===== src/core/asr_pkg.sv =====
// Package: register map, control layout and framing constants for the receiver
package asr_pkg;

	// ****************************************************
	// Register map
	// ****************************************************
	localparam int ADDR_W = 12;
	localparam logic [ADDR_W-1:0] OFF_CTRL = 12'h000;
	localparam logic [ADDR_W-1:0] OFF_STATUS = 12'h004;
	localparam logic [ADDR_W-1:0] OFF_SAMPLE = 12'h008;

	// ****************************************************
	// Control fields
	// ****************************************************
	typedef enum logic [1:0] {FMT_STD, FMT_LJ, FMT_RJ} asr_fmt_t;
	typedef enum logic [1:0] {SLOT_16, SLOT_24, SLOT_32} asr_slot_t;
	typedef enum logic [1:0] {WID_16, WID_20, WID_24, WID_32} asr_wid_t;
	typedef enum logic [1:0] {CH_LEFT, CH_RIGHT, CH_AVG} asr_ch_t;

	// Packed low to high: enable[0] fmt[2:1] tdm[3] slot[5:4] wid[7:6] ch[9:8]
	typedef struct packed {
		asr_ch_t channel_source_select;
		asr_wid_t widthSel;
		asr_slot_t slotSel;
		logic tdm;
		asr_fmt_t fmt;
		logic enable;
	} asr_ctrl_t;

	localparam int CTRL_W = $bits(asr_ctrl_t);
	localparam logic [CTRL_W-1:0] CTRL_RST = 10'h0;

	// ****************************************************
	// Framing constants
	// ****************************************************
	localparam logic [5:0] LEN_16 = 6'h10;
	localparam logic [5:0] LEN_20 = 6'h14;
	localparam logic [5:0] LEN_24 = 6'h18;
	localparam logic [5:0] LEN_32 = 6'h20;
	localparam logic [1:0] LAST_SLOT_STEREO = 2'h1;
	localparam logic [1:0] LAST_SLOT_TDM = 2'h3;
	localparam int SYNC_W = 3;

	// Synchroniser state
	typedef struct packed {
		logic [SYNC_W-1:0] s1;
		logic [SYNC_W-1:0] s2;
	} asr_sync_t;

	// Slot length in bit clocks; the spare code falls back to 32
	function automatic logic [5:0] asr_slot_len(input asr_slot_t s);
		unique case (s)
			SLOT_16: asr_slot_len = LEN_16;
			SLOT_24: asr_slot_len = LEN_24;
			default: asr_slot_len = LEN_32;
		endcase
	endfunction : asr_slot_len

	function automatic logic [5:0] asr_width(input asr_wid_t w);
		unique case (w)
			WID_16: asr_width = LEN_16;
			WID_20: asr_width = LEN_20;
			WID_24: asr_width = LEN_24;
			WID_32: asr_width = LEN_32;
		endcase
	endfunction : asr_width

endpackage : asr_pkg


===== src/core/asr_sync.sv =====
// Two-flop synchroniser for the serial link pins
`timescale 1ns/10ps
module asr_sync
	import asr_pkg::*;
(
	input wire logic clk,
	input wire logic rst_n,
	input wire logic [SYNC_W-1:0] din,
	output logic [SYNC_W-1:0] dout
);

	asr_sync_t s_q;
	asr_sync_t s_d;

	// First stage feeds only the second
	always_comb begin
		s_d.s1 = din;
		s_d.s2 = s_q.s1;
	end

	always_ff @(posedge clk) begin
		if (!rst_n) begin
			s_q <= '0;
		end else begin
			s_q <= s_d;
		end
	end

	assign dout = s_q.s2;

endmodule : asr_sync


===== src/core/asr_rx.sv =====
// Slave serial audio receiver: two-slot or four-slot deframer with APB registers
`timescale 1ns/10ps
module asr_rx
	import asr_pkg::*;
(
	input wire logic clk,
	input wire logic rst_n,
	input wire logic psel,
	input wire logic penable,
	input wire logic pwrite,
	input wire logic [ADDR_W-1:0] paddr,
	input wire logic [31:0] pwdata,
	output logic [31:0] prdata,
	output logic pready,
	output logic pslverr,
	input wire logic serialBitClock,
	input wire logic frameSync,
	input wire logic serialDataIn,
	output logic [31:0] sampleOut,
	output logic sampleValid,
	output logic frameActive
);

	// ****************************************************
	// State
	// ****************************************************
	typedef struct packed {
		logic bclkPrev;
		logic fsPrev;
		logic pend;
		logic run;
		logic [5:0] bitCnt;
		logic [1:0] slot;
		logic [31:0] shift;
		logic [31:0] leftWord;
		logic [31:0] rightWord;
		logic [31:0] sample;
		logic sampleValid;
		logic [15:0] frameCnt;
		asr_ctrl_t ctrl;
		logic pready;
		logic pslverr;
		logic [31:0] prdata;
	} asr_state_t;

	asr_state_t s_q;
	asr_state_t s_d;
	logic [SYNC_W-1:0] pinSync;
	logic bclkS;
	logic fsS;
	logic dataS;
	logic bclkRise;
	logic fsRise;
	logic fsFall;
	logic frameStart;
	logic capBit;
	logic inWin;
	logic [5:0] slotLen;
	logic [5:0] width;
	logic [5:0] useW;
	logic [1:0] lastSlot;
	logic [31:0] shIn;
	logic [31:0] shNew;
	logic [31:0] word;
	logic signed [32:0] sum;

	// ****************************************************
	// Pin capture
	// ****************************************************
	// Bit clock is oversampled, so all three pins share one latency
	asr_sync u_sync (
		.clk(clk),
		.rst_n(rst_n),
		.din({serialBitClock, frameSync, serialDataIn}),
		.dout(pinSync)
	);

	assign {bclkS, fsS, dataS} = pinSync;

	// Edge events seen on the bit clock
	assign bclkRise = bclkS && !s_q.bclkPrev;
	assign fsRise = bclkRise && !s_q.fsPrev && fsS;
	assign fsFall = bclkRise && s_q.fsPrev && !fsS;
	// Multi-slot always keys on the rise so either pulse width works
	assign frameStart = (s_q.ctrl.tdm || s_q.ctrl.fmt != FMT_STD) ?
		fsRise : fsFall;
	assign slotLen = asr_slot_len(s_q.ctrl.slotSel);
	assign width = asr_width(s_q.ctrl.widthSel);
	// A slot shorter than the sample keeps only its leading bits
	assign useW = (width > slotLen) ? slotLen : width;
	assign lastSlot = s_q.ctrl.tdm ? LAST_SLOT_TDM :
		LAST_SLOT_STEREO;

	// ****************************************************
	// Next state
	// ****************************************************
	always_comb begin
		s_d = s_q;
		capBit = 1'b0;
		inWin = 1'b0;
		shIn = '0;
		shNew = '0;
		word = '0;
		sum = '0;
		s_d.sampleValid = 1'b0;
		s_d.pready = 1'b0;
		s_d.pslverr = 1'b0;
		s_d.bclkPrev = bclkS;

		// APB write lands only in the completing access cycle
		if (psel && penable && s_q.pready && pwrite &&
			paddr == OFF_CTRL) begin
			s_d.ctrl = asr_ctrl_t'(pwdata[CTRL_W-1:0]);
		end
		// Read data prepared in setup so the answer comes from flops
		if (psel && !penable) begin
			s_d.pready = 1'b1;
			s_d.prdata = '0;
			unique case (paddr)
				OFF_CTRL: s_d.prdata = {22'h0, s_q.ctrl};
				OFF_STATUS: s_d.prdata = {s_q.frameCnt, 15'h0, s_q.run};
				OFF_SAMPLE: s_d.prdata = s_q.sample;
				default: s_d.pslverr = 1'b1;
			endcase
		end

		// Deframer: all work happens on a bit-clock rise
		if (bclkRise) begin
			s_d.fsPrev = fsS;
			if (!s_q.ctrl.enable) begin
				s_d.run = 1'b0;
			end else if (frameStart) begin
				// Standard format spends one bit clock before the MSB
				s_d.bitCnt = '0;
				s_d.slot = '0;
				s_d.run = 1'b1;
				s_d.pend = (s_q.ctrl.fmt == FMT_STD);
				capBit = (s_q.ctrl.fmt != FMT_STD);
			end else if (s_q.run) begin
				if (s_q.pend) begin
					s_d.pend = 1'b0;
				end else if (s_q.bitCnt == slotLen - 6'h01) begin
					s_d.bitCnt = '0;
					s_d.slot = s_q.slot + 2'h1;
				end else begin
					s_d.bitCnt = s_q.bitCnt + 6'h01;
				end
				capBit = 1'b1;
			end
			if (capBit) begin
				// Right-justified data fills the tail of the slot
				if (s_q.ctrl.fmt == FMT_RJ) begin
					inWin = ({1'b0, s_d.bitCnt} + {1'b0, useW}) >=
						{1'b0, slotLen};
				end else begin
					inWin = s_d.bitCnt < width;
				end
				shIn = (s_d.bitCnt == 6'h00) ? 32'h00000000 : s_q.shift;
				shNew = inWin ? {shIn[30:0], dataS} : shIn;
				s_d.shift = shNew;
				if (s_d.bitCnt == slotLen - 6'h01) begin
					// Left-align so every width reads as a signed word
					word = shNew << (LEN_32 - useW);
					if (s_d.slot == 2'h0) begin
						s_d.leftWord = word;
					end
					if (s_d.slot == 2'h1) begin
						s_d.rightWord = word;
						sum = {s_q.leftWord[31], s_q.leftWord} +
							{word[31], word};
						unique case (s_q.ctrl.channel_source_select)
							CH_RIGHT: s_d.sample = word;
							CH_AVG: s_d.sample = sum[32:1];
							default: s_d.sample = s_q.leftWord;
						endcase
						s_d.sampleValid = 1'b1;
						s_d.frameCnt = s_q.frameCnt + 16'h0001;
					end
					// Wait for the next frame sync after the last slot
					if (s_d.slot == lastSlot) begin
						s_d.run = 1'b0;
					end
				end
			end
		end
	end

	always_ff @(posedge clk) begin
		if (!rst_n) begin
			s_q <= '0;
			s_q.ctrl <= asr_ctrl_t'(CTRL_RST);
		end else begin
			s_q <= s_d;
		end
	end

	assign prdata = s_q.prdata;
	assign pready = s_q.pready;
	assign pslverr = s_q.pslverr;
	assign sampleOut = s_q.sample;
	assign sampleValid = s_q.sampleValid;
	assign frameActive = s_q.run;
endmodule : asr_rx


===== config.mk =====
export PLATFORM = sky130hd
export DESIGN_NAME = asr_rx
export DESIGN_NICKNAME = d
export VERILOG_FILES = /design/src/core/asr_pkg.sv /design/src/core/asr_sync.sv /design/src/core/asr_rx.sv
export SDC_FILE = /design/constraint.sdc
export NUM_CORES = 1
export LEC_CHECK = 0
export CAP_MARGIN = 40
export CORE_MARGIN = 2
export CORE_UTILIZATION = 50
export CTS_BUF_LIST = sky130_fd_sc_hd__clkbuf_4 sky130_fd_sc_hd__clkbuf_8
export CTS_CLUSTER_DIAMETER = 100
export DETAILED_ROUTE_END_ITERATION = 7
export DONT_BUFFER_PORTS = 1
export PLACE_DENSITY = 0.62
export SYNTH_ARGS = -nofsm -noshare
export SYNTH_HDL_FRONTEND = slang
export SYNTH_SLANG_ARGS = --single-unit

===== constraint.sdc =====
create_clock -name clk -period 10.6 [get_ports clk]
set_input_delay 2.12 -clock clk [delete_from_list [all_inputs] [get_ports clk]]
set_output_delay 2.12 -clock clk [all_outputs]
set_load 0.03 [all_outputs]

==> Flow_metrics.wiki, run 1 <==
{| class="wikitable"
! Metric !! Value
|-
| Number of antenna violations at the first check in global routing || 0
|-
| Net total in the final layout || 1587
|-
| Cell repeated most along the worst path || a21oi_1
|-
| Worst slew margin relative to its limit || 44.47%
|-
| Clock root buffer master || clkbuf_8
|-
| Post-CTS Setup Bufs || 0
|-
| Post-Synthesis Cells || 1628
|-
| Maximum number of pins on one net before global-route repair || 169
|-
| Number of antenna diodes || 0
|-
| Part of the cycle the worst path needs || 80.41%
|-
| Fraction of synthesized area in multiplexers || 3.869%
|-
| Number of antenna-violating nets in the routed design || 0
|-
| Crit path time final || 8.523 ns
|-
| Via count of the first global-routing pass || 10271
|-
| CTS Buf Count || 17
|-
| Dominant combinational cell family by area after synthesis || compound AO/OA/AOI/OAI gates
|-
| Dpl hpwl || 25.40 mm
|-
| Nature of the critical path endpoint || flip-flop
|-
| Proportion of power drawn by the clock network || 43.3%
|-
| Path category of the worst min-delay check || flip-flop to flip-flop
|-
| Sequential area share after synthesis || 27.92%
|-
| Global-route wire length before repair || 57.26 mm
|-
| Overall overflow remaining after global route || 0
|-
| Core Rows || 57
|-
| Number of sinks driven by the clock tree || 175
|-
| Required time of the critical path || 11.05 ns
|-
| Clock-pin transition on the worst setup and hold timing paths || 0.12 ns
|-
| Number of enable-type register cells in the synthesized netlist || 0
|-
| Clk_lat worst skew || 0.51 ns
|-
| Crit path max-delay cell type || dfxtp_1
|-
| Core Util, Final || 51.71%
|-
| Outcome || completed
|-
| Seq cells post-synth || 175
|-
| Depth of the CTS H-tree || 4
|-
| Crit path DAT || 8.97 ns
|-
| Die Height || 162.4 µm
|-
| Boundary Pins || 120
|-
| Count of cells resized by post-cts repair || 0
|-
| Mean number of vias per cell || 6.166
|-
| Effective utilization at floorplan || 51.30%
|-
| Total placed cells including tap cells || 1797
|-
| Die Area || 26380 µm²
|-
| Worst IR drop on VDD || 0.08214 mV
|-
| Core box area || 24460 µm²
|-
| Unrepaired setup endpoints after global routing || no
|-
| Register share of total power || 55.6%
|-
| Distinct cell type count of the synthesized netlist || 103
|-
| Number of detailed-route iterations in the first pass || 7
|-
| Net switching component of the power || 332.5 µW
|-
| Highest net fanout along the worst path || 35
|-
| Final-report setup violation count || 0
|-
| Total of max-cap violations || 0
|-
| GR Util All Layers || 27.03%
|-
| Proportion of layout cells with a drive suffix above 1 || 7.243%
|-
| Area share of fa/ha/maj cells after synthesis || 4.826%
|-
| Switching part of the total power || 28.00%
|-
| Clock Skews || 0.02685 ns
|-
| # port buffers || 0
|-
| Final sum of negative setup slack || 0 ns
|-
| Quantity of hold-fixing buffers added after cts || 0
|-
| Warnings from Yosys || 0
|-
| Area added between synthesis and finish || 0.8074%
|-
| Internal Dissipation || 855.2 µW
|-
| DRT iter0 DRCs || 1070
|-
| Power per cell area || 93.90 nW/µm²
|-
| Maximum clock frequency || 117.3 MHz
|-
| Final standard cell count with taps included and fillers excluded || 1829
|-
| CTS max path bufs || 2
|-
| Static leakage power || 4.551 nW
|-
| CTS tree || built
|-
| Filler Cells Inserted || 2388
|-
| CP Launch Type || flip-flop
|-
| Area fraction in compound gates after synthesis || 26.46%
|-
| Nets in the synthesized netlist || 1723
|-
| Simple-gate area share of the yosys netlist || 24.81%
|-
| Count of final max-slew check failures || 0
|-
| Top FF cell, synth || dfxtp_1
|-
| Final routed DRC violation total || 0
|-
| Count of vias placed by the detailed router || 11278
|-
| Ys async rst share || 0%
|-
| Delay contributed by the slowest stage of the critical path || 0.70 ns
|-
| Hold Violations, Final || 0
|-
| Final WL || 36.04 mm
|-
| Width of the die || 162.4 µm
|-
| Transition time at the pin with the least slew margin || 0.8299 ns
|-
| Xor and xnor fraction of the mapped netlist area || 3.620%
|-
| Final RePlAce weighted congestion || 0.9179
|-
| Portion of total power attributed to combinational logic || 1.1%
|-
| Cell area after technology mapping || 12550 µm²
|-
| Avg WL per Cell || 19.70 µm
|-
| Crit Path Class || flip-flop to flip-flop
|-
| Mean area per synthesized cell || 7.708 µm²
|}
==> per-layer routing <==
metal | track usage, % | routed length (µm)
met1 | 38.60 | 16960
met2 | 42.22 | 15930
met3 | 4.838 | 2555
met4 | 6.677 | 594
met5 | 0 | 0
==> metrics by stage <==
| step | hold WS (ns) | total power, mW | worst slack (ns) | instance area (µm²) |
|---|---|---|---|---|
| 6_report | 0.4636 | 1.188 | 2.077 | 12650 |
| 5_1_grt | 0.4980 | 1.222 | 1.654 | 12650 |
| 4_1_cts | 0.4648 | 1.198 | 2.222 | 12650 |
| 3_5_place_dp | 0.4354 | 0.6884 | 2.280 | 12210 |
| 3_3_place_gp | 0.4222 | 0.6883 | 2.306 | 12200 |
| 2_1_floorplan | 0.4119 | 0.6920 | 3.370 | 12550 |
==> layout make-up <==
| type | instances | area (µm²) | area share [%] |
|---|---|---|---|
| clock buffers | 17 | 234.0 | 1.850 |
| flip-flops and latches | 175 | 3503 | 27.70 |
| clock inverters | 15 | 201.4 | 1.592 |
| well taps | 324 | 405.4 | 3.205 |
| repair buffers | 22 | 162.7 | 1.286 |
| multi-input cells | 1241 | 8011 | 63.33 |
| inverters | 35 | 131.4 | 1.039 |
==> state kept, by name, summed over array words and instances, names as in the netlist <==
register and count:
frameActive 1, u_sync.s_d 3, sampleOut 32, pready 1
s_q 101, prdata 32, pslverr 1, sampleValid 1
u_sync.dout 3
==> logic make-up (layout without fill, tap and decap cells) <==
group           count (synthesis)  after routing
fa+ha+maj                      49             49
mux                            44             44
compound gates                472            472
flops                         175            175
simple gates                  625            625
buf+inv                       212             89
xor+xnor                       51             51
==> power groups by stage <==
stage | clock network (mW) | registers, mW | logic [mW]
after CTS | 0.524 | 0.660 | 0.0133
after detailed placement | 0 | 0.675 | 0.0132
after floorplan | 0 | 0.675 | 0.0171
after global routing | 0.547 | 0.661 | 0.0140
after global placement | 0 | 0.675 | 0.0130
final | 0.514 | 0.660 | 0.0132
==> cells in the final DEF, fill, tap and decap left out, types with 34 or more instances in the layout <==
cell type / count
a22oi_1: 55
a21oi_1: 78
o21ai_0: 82
mux2i_1: 38
nor2_1: 80
and2_1: 64
inv_1: 34
dfxtp_1: 175
ha_1: 42
a21boi_0: 61
nor2b_1: 56
nand2_1: 253
==> synth_stat cells (all sizes together) (10+ instances only) <==
master	n	share of area [%]
a211oi	13	0.88
a21boi	62	3.7
a21o	26	1.6
a21oi	81	3.3
a221o	14	1.1
a221oi	10	0.70
a22oi	55	3.3
a31oi	12	0.82
and2	65	3.2
and3	14	0.70
buf	75	4.4
clkbuf	102	3.1
dfxtp	175	28
ha	42	4.2
inv	35	1.0
mux2i	38	3.0
nand2	254	7.6
nand2b	13	0.65
nand3	33	1.3
nand4	17	0.90
nor2	83	2.6
nor2b	56	2.8
nor3	27	1.1
nor4	10	0.60
o211ai	19	1.2
o21ai	95	3.8
o22ai	14	0.75
o31ai	14	0.99
or2	11	0.57
or3	16	0.80
xnor2	34	2.4
xor2	17	1.2
==> critical path, delay by kind of cell, from the launching register on <==
kind | cells | cell delay, ns
simple gates | 10 | 2.34
flops | 1 | 0.70
xor+xnor | 1 | 0.09
fa+ha+maj | 4 | 1.26
compound gates | 18 | 4.03
==> worst paths after layout <==
| kind | to | start | slack (ns) | cells after the start |
|---|---|---|---|---|
| worst max-delay path | sampleOut[30] | s_q[39] | 2.08 | 33 |
| worst min-delay path | u_sync.dout[2] | u_sync.s_d[2] | 0.46 | 1 |
| worst max register to register | sampleOut[30] | s_q[39] | 2.08 | 33 |
| worst min register to register | u_sync.dout[2] | u_sync.s_d[2] | 0.46 | 1 |
(Power assumes the default switching activity.)
==> inputs of run 2 (changes only) <==
Settings changed: PLACE_DENSITY 0.62 to 0.65.
Clock period 10.6 ns to 7.45 ns, I/O delays scaled along.
==> Flow_metrics.wiki, run 2 (synthesis gave the netlist of run 1 again) <==
{| class="wikitable"
! Metric !! Value
|-
| CTS Buf Count || 17 (unchanged)
|-
| Final WL || 36.32 mm (was 36.04 mm)
|-
| Register name with the most flops || s_q (unchanged)
|-
| Largest register FFs || 101 (unchanged)
|-
| Count of final max-slew check failures || 0 (unchanged)
|-
| Clock root buffer master || clkbuf_8 (unchanged)
|-
| Overall overflow remaining after global route || 0 (unchanged)
|-
| Number of sinks driven by the clock tree || 175 (unchanged)
|-
| Crit path DAT || 7.44 ns (was 8.97 ns)
|-
| Effective utilization at floorplan || 51.30% (unchanged)
|-
| Total of max-cap violations || 0 (unchanged)
|-
| Crit path max-delay cell type || o31ai_2 (was dfxtp_1)
|-
| # port buffers || 0 (unchanged)
|-
| Via count of the first global-routing pass || 10353 (was 10271)
|-
| Maximum clock frequency || 142.0 MHz (was 117.3 MHz)
|-
| Net total in the final layout || 1653 (was 1587)
|-
| Core Rows || 57 (unchanged)
|-
| Static leakage power || 4.918 nW (was 4.551 nW)
|-
| Dpl hpwl || 26.38 mm (was 25.40 mm)
|-
| Reg2reg path depth || 34 (was 33)
|-
| Delay contributed by the slowest stage of the critical path || 0.43 ns (was 0.70 ns)
|-
| Minimum setup slack among reg-to-reg paths || 0.41 ns (was 2.08 ns)
|-
| Core Util, Final || 54.26% (was 51.71%)
|-
| Mean number of vias per cell || 6.047 (was 6.166)
|-
| Final routed DRC violation total || 0 (unchanged)
|-
| Worst hold path startpoint || u_sync.s_d[2] (unchanged)
|-
| Worst slew margin relative to its limit || 47.84% (was 44.47%)
|-
| Most common library cell in the layout ignoring fill and taps || nand2_1 (unchanged)
|-
| Maximum number of pins on one net before global-route repair || 169 (unchanged)
|-
| CTS tree || built (unchanged)
|-
| Multi-input combinational cell area || 8114 µm² (was 8011 µm²)
|-
| Power per cell area || 127.9 nW/µm² (was 93.90 nW/µm²)
|-
| Global-route wire length before repair || 56.88 mm (was 57.26 mm)
|-
| Clk_lat worst skew || 0.50 ns (was 0.51 ns)
|-
| Outcome || completed (unchanged)
|-
| Dpl cell area || 12670 µm² (was 12210 µm²)
|-
| Number of antenna diodes || 0 (unchanged)
|-
| Non-Filler Cell Area, Final || 13270 µm² (was 12650 µm²)
|-
| Clock Skews || 0.01683 ns (was 0.02685 ns)
|-
| Depth of the CTS H-tree || 4 (unchanged)
|-
| Crit Path Class || flip-flop to flip-flop (unchanged)
|-
| Part of the cycle the worst path needs || 94.56% (was 80.41%)
|-
| Final-report setup violation count || 0 (unchanged)
|-
| Commonest cells after routing, fill and taps aside || nand2_1, dfxtp_1, buf_4 (was nand2_1, dfxtp_1, o21ai_0)
|-
| Worst hold path cell count || 1 (unchanged)
|-
| Die Area || 26380 µm² (unchanged)
|-
| Core box area || 24460 µm² (unchanged)
|-
| Hold EP || u_sync.dout[2] (unchanged)
|-
| Area added between synthesis and finish || 5.773% (was 0.8074%)
|-
| Die Height || 162.4 µm (unchanged)
|-
| Width of the die || 162.4 µm (unchanged)
|-
| Final RePlAce weighted congestion || 0.9563 (was 0.9179)
|-
| Hold Violations, Final || 0 (unchanged)
|-
| Required time of the critical path || 7.85 ns (was 11.05 ns)
|-
| GR Util All Layers || 27.06% (was 27.03%)
|-
| Crit path time final || 7.044 ns (was 8.523 ns)
|-
| Boundary Pins || 120 (unchanged)
|-
| Number of antenna violations at the first check in global routing || 0 (unchanged)
|-
| Worst r2r dst || sampleOut[30] (unchanged)
|-
| Number of antenna-violating nets in the routed design || 0 (unchanged)
|-
| Area of all sequential standard cells || 3507 µm² (was 3503 µm²)
|-
| Path category of the worst min-delay check || flip-flop to flip-flop (unchanged)
|-
| Highest net fanout along the worst path || 10 (was 35)
|-
| Reg-to-reg startpoint || s_q[36] (was s_q[39])
|-
| Clock-pin transition on the worst setup and hold timing paths || 0.12 ns (about the same)
|-
| Proportion of layout cells with a drive suffix above 1 || 12.60% (was 7.243%)
|-
| Count of vias placed by the detailed router || 11460 (was 11278)
|-
| Filler Cells Inserted || 2333 (was 2388)
|-
| Number of detailed-route iterations in the first pass || 6 (was 7)
|-
| Nature of the critical path endpoint || flip-flop (unchanged)
|-
| Worst IR drop on VDD || 0.1134 mV (was 0.08214 mV)
|-
| Power consumption || 1.698 mW (was 1.188 mW)
|-
| CTS max path bufs || 2 (unchanged)
|-
| CP Launch Type || flip-flop (unchanged)
|-
| Quantity of hold-fixing buffers added after cts || 0 (unchanged)
|-
| DRT iter0 DRCs || 1024 (was 1070)
|-
| Transition time at the pin with the least slew margin || 0.7771 ns (was 0.8299 ns)
|-
| Avg WL per Cell || 19.17 µm (was 19.70 µm)
|}
## run 2: cell types whose count changed in the layout (fill, tap and decap cells not counted), moves of 3 or more
cell | previous run | this run
dfxtp_1 | 175 | 172
dfxtp_2 | 0 | 3
a21oi_1 | 78 | 74
a21oi_2 | 3 | 7
buf_4 | 21 | 86
## run 2: worst max-delay path: cells and delay by family (launching register included)
family | cells | cell delay [ns]
compound gates | 18 | 3.47
simple gates | 8 | 1.36
buf+inv | 5 | 0.72
fa+ha+maj | 2 | 0.62
flops | 1 | 0.38
mux | 1 | 0.37
## run 2: worst max-delay path by stage
| stage | start | end | slack [ns] | depth (start not counted) |
|---|---|---|---|---|
| after floorplan | s_q[39] | sampleOut[30] | 0.22 | 38 |
| after global placement | s_q[36] | sampleOut[30] | -0.08 | 31 |
| after detailed placement | s_q[36] | sampleOut[30] | -0.04 | 31 |
| after CTS | s_q[40] | sampleOut[29] | 0.01 | 30 |
| after global routing | s_q[36] | sampleOut[28] | -0.03 | 37 |
| final | s_q[36] | sampleOut[30] | 0.41 | 34 |
## run 2: what timing repair did
action                                  in CTS  in global routing
setup buffers                                0                  7
endpoints found under the setup margin       3                 20
resized for setup                            2                 26
pin swaps                                    0                  8
## run 2: per-stage QoR
stage	hold slack [ns]	setup TNS, ns	worst slack [ns]	cells
2_1_floorplan	0.4119	0	0.2202	1628
3_3_place_gp	0.4322	-0.08169	-0.08169	1852
3_5_place_dp	0.4224	-0.04129	-0.04129	1856
4_1_cts	0.4563	0	0.01362	1888
6_report	0.4498	0	0.4056	1895
5_1_grt	0.4719	-0.03624	-0.02546	1895
## run 2: power by group
group          internal, mW  switching (mW)
sequential            0.937         0.00213
combinational        0.0113         0.00843
clock                 0.275           0.464
## run 2: area by class of cell
class | count | area share (%)
sequential | 175 | 26.42
clock inverter | 15 | 1.621
timing repair buffer | 88 | 5.015
tap | 324 | 3.054
inverter | 35 | 0.9898
clock buffer | 17 | 1.763
multi-input combinational | 1241 | 61.13
## run 2: metal layers
layer | global-route usage (%) | up-vias | share of wire [%]
met5 | 0 | - | 0
met4 | 8.407 | 0 | 2.4
met3 | 4.864 | 50 | 7.2
met2 | 41.57 | 403 | 43
met1 | 38.54 | 5410 | 47
li1 | - | 5597 | -
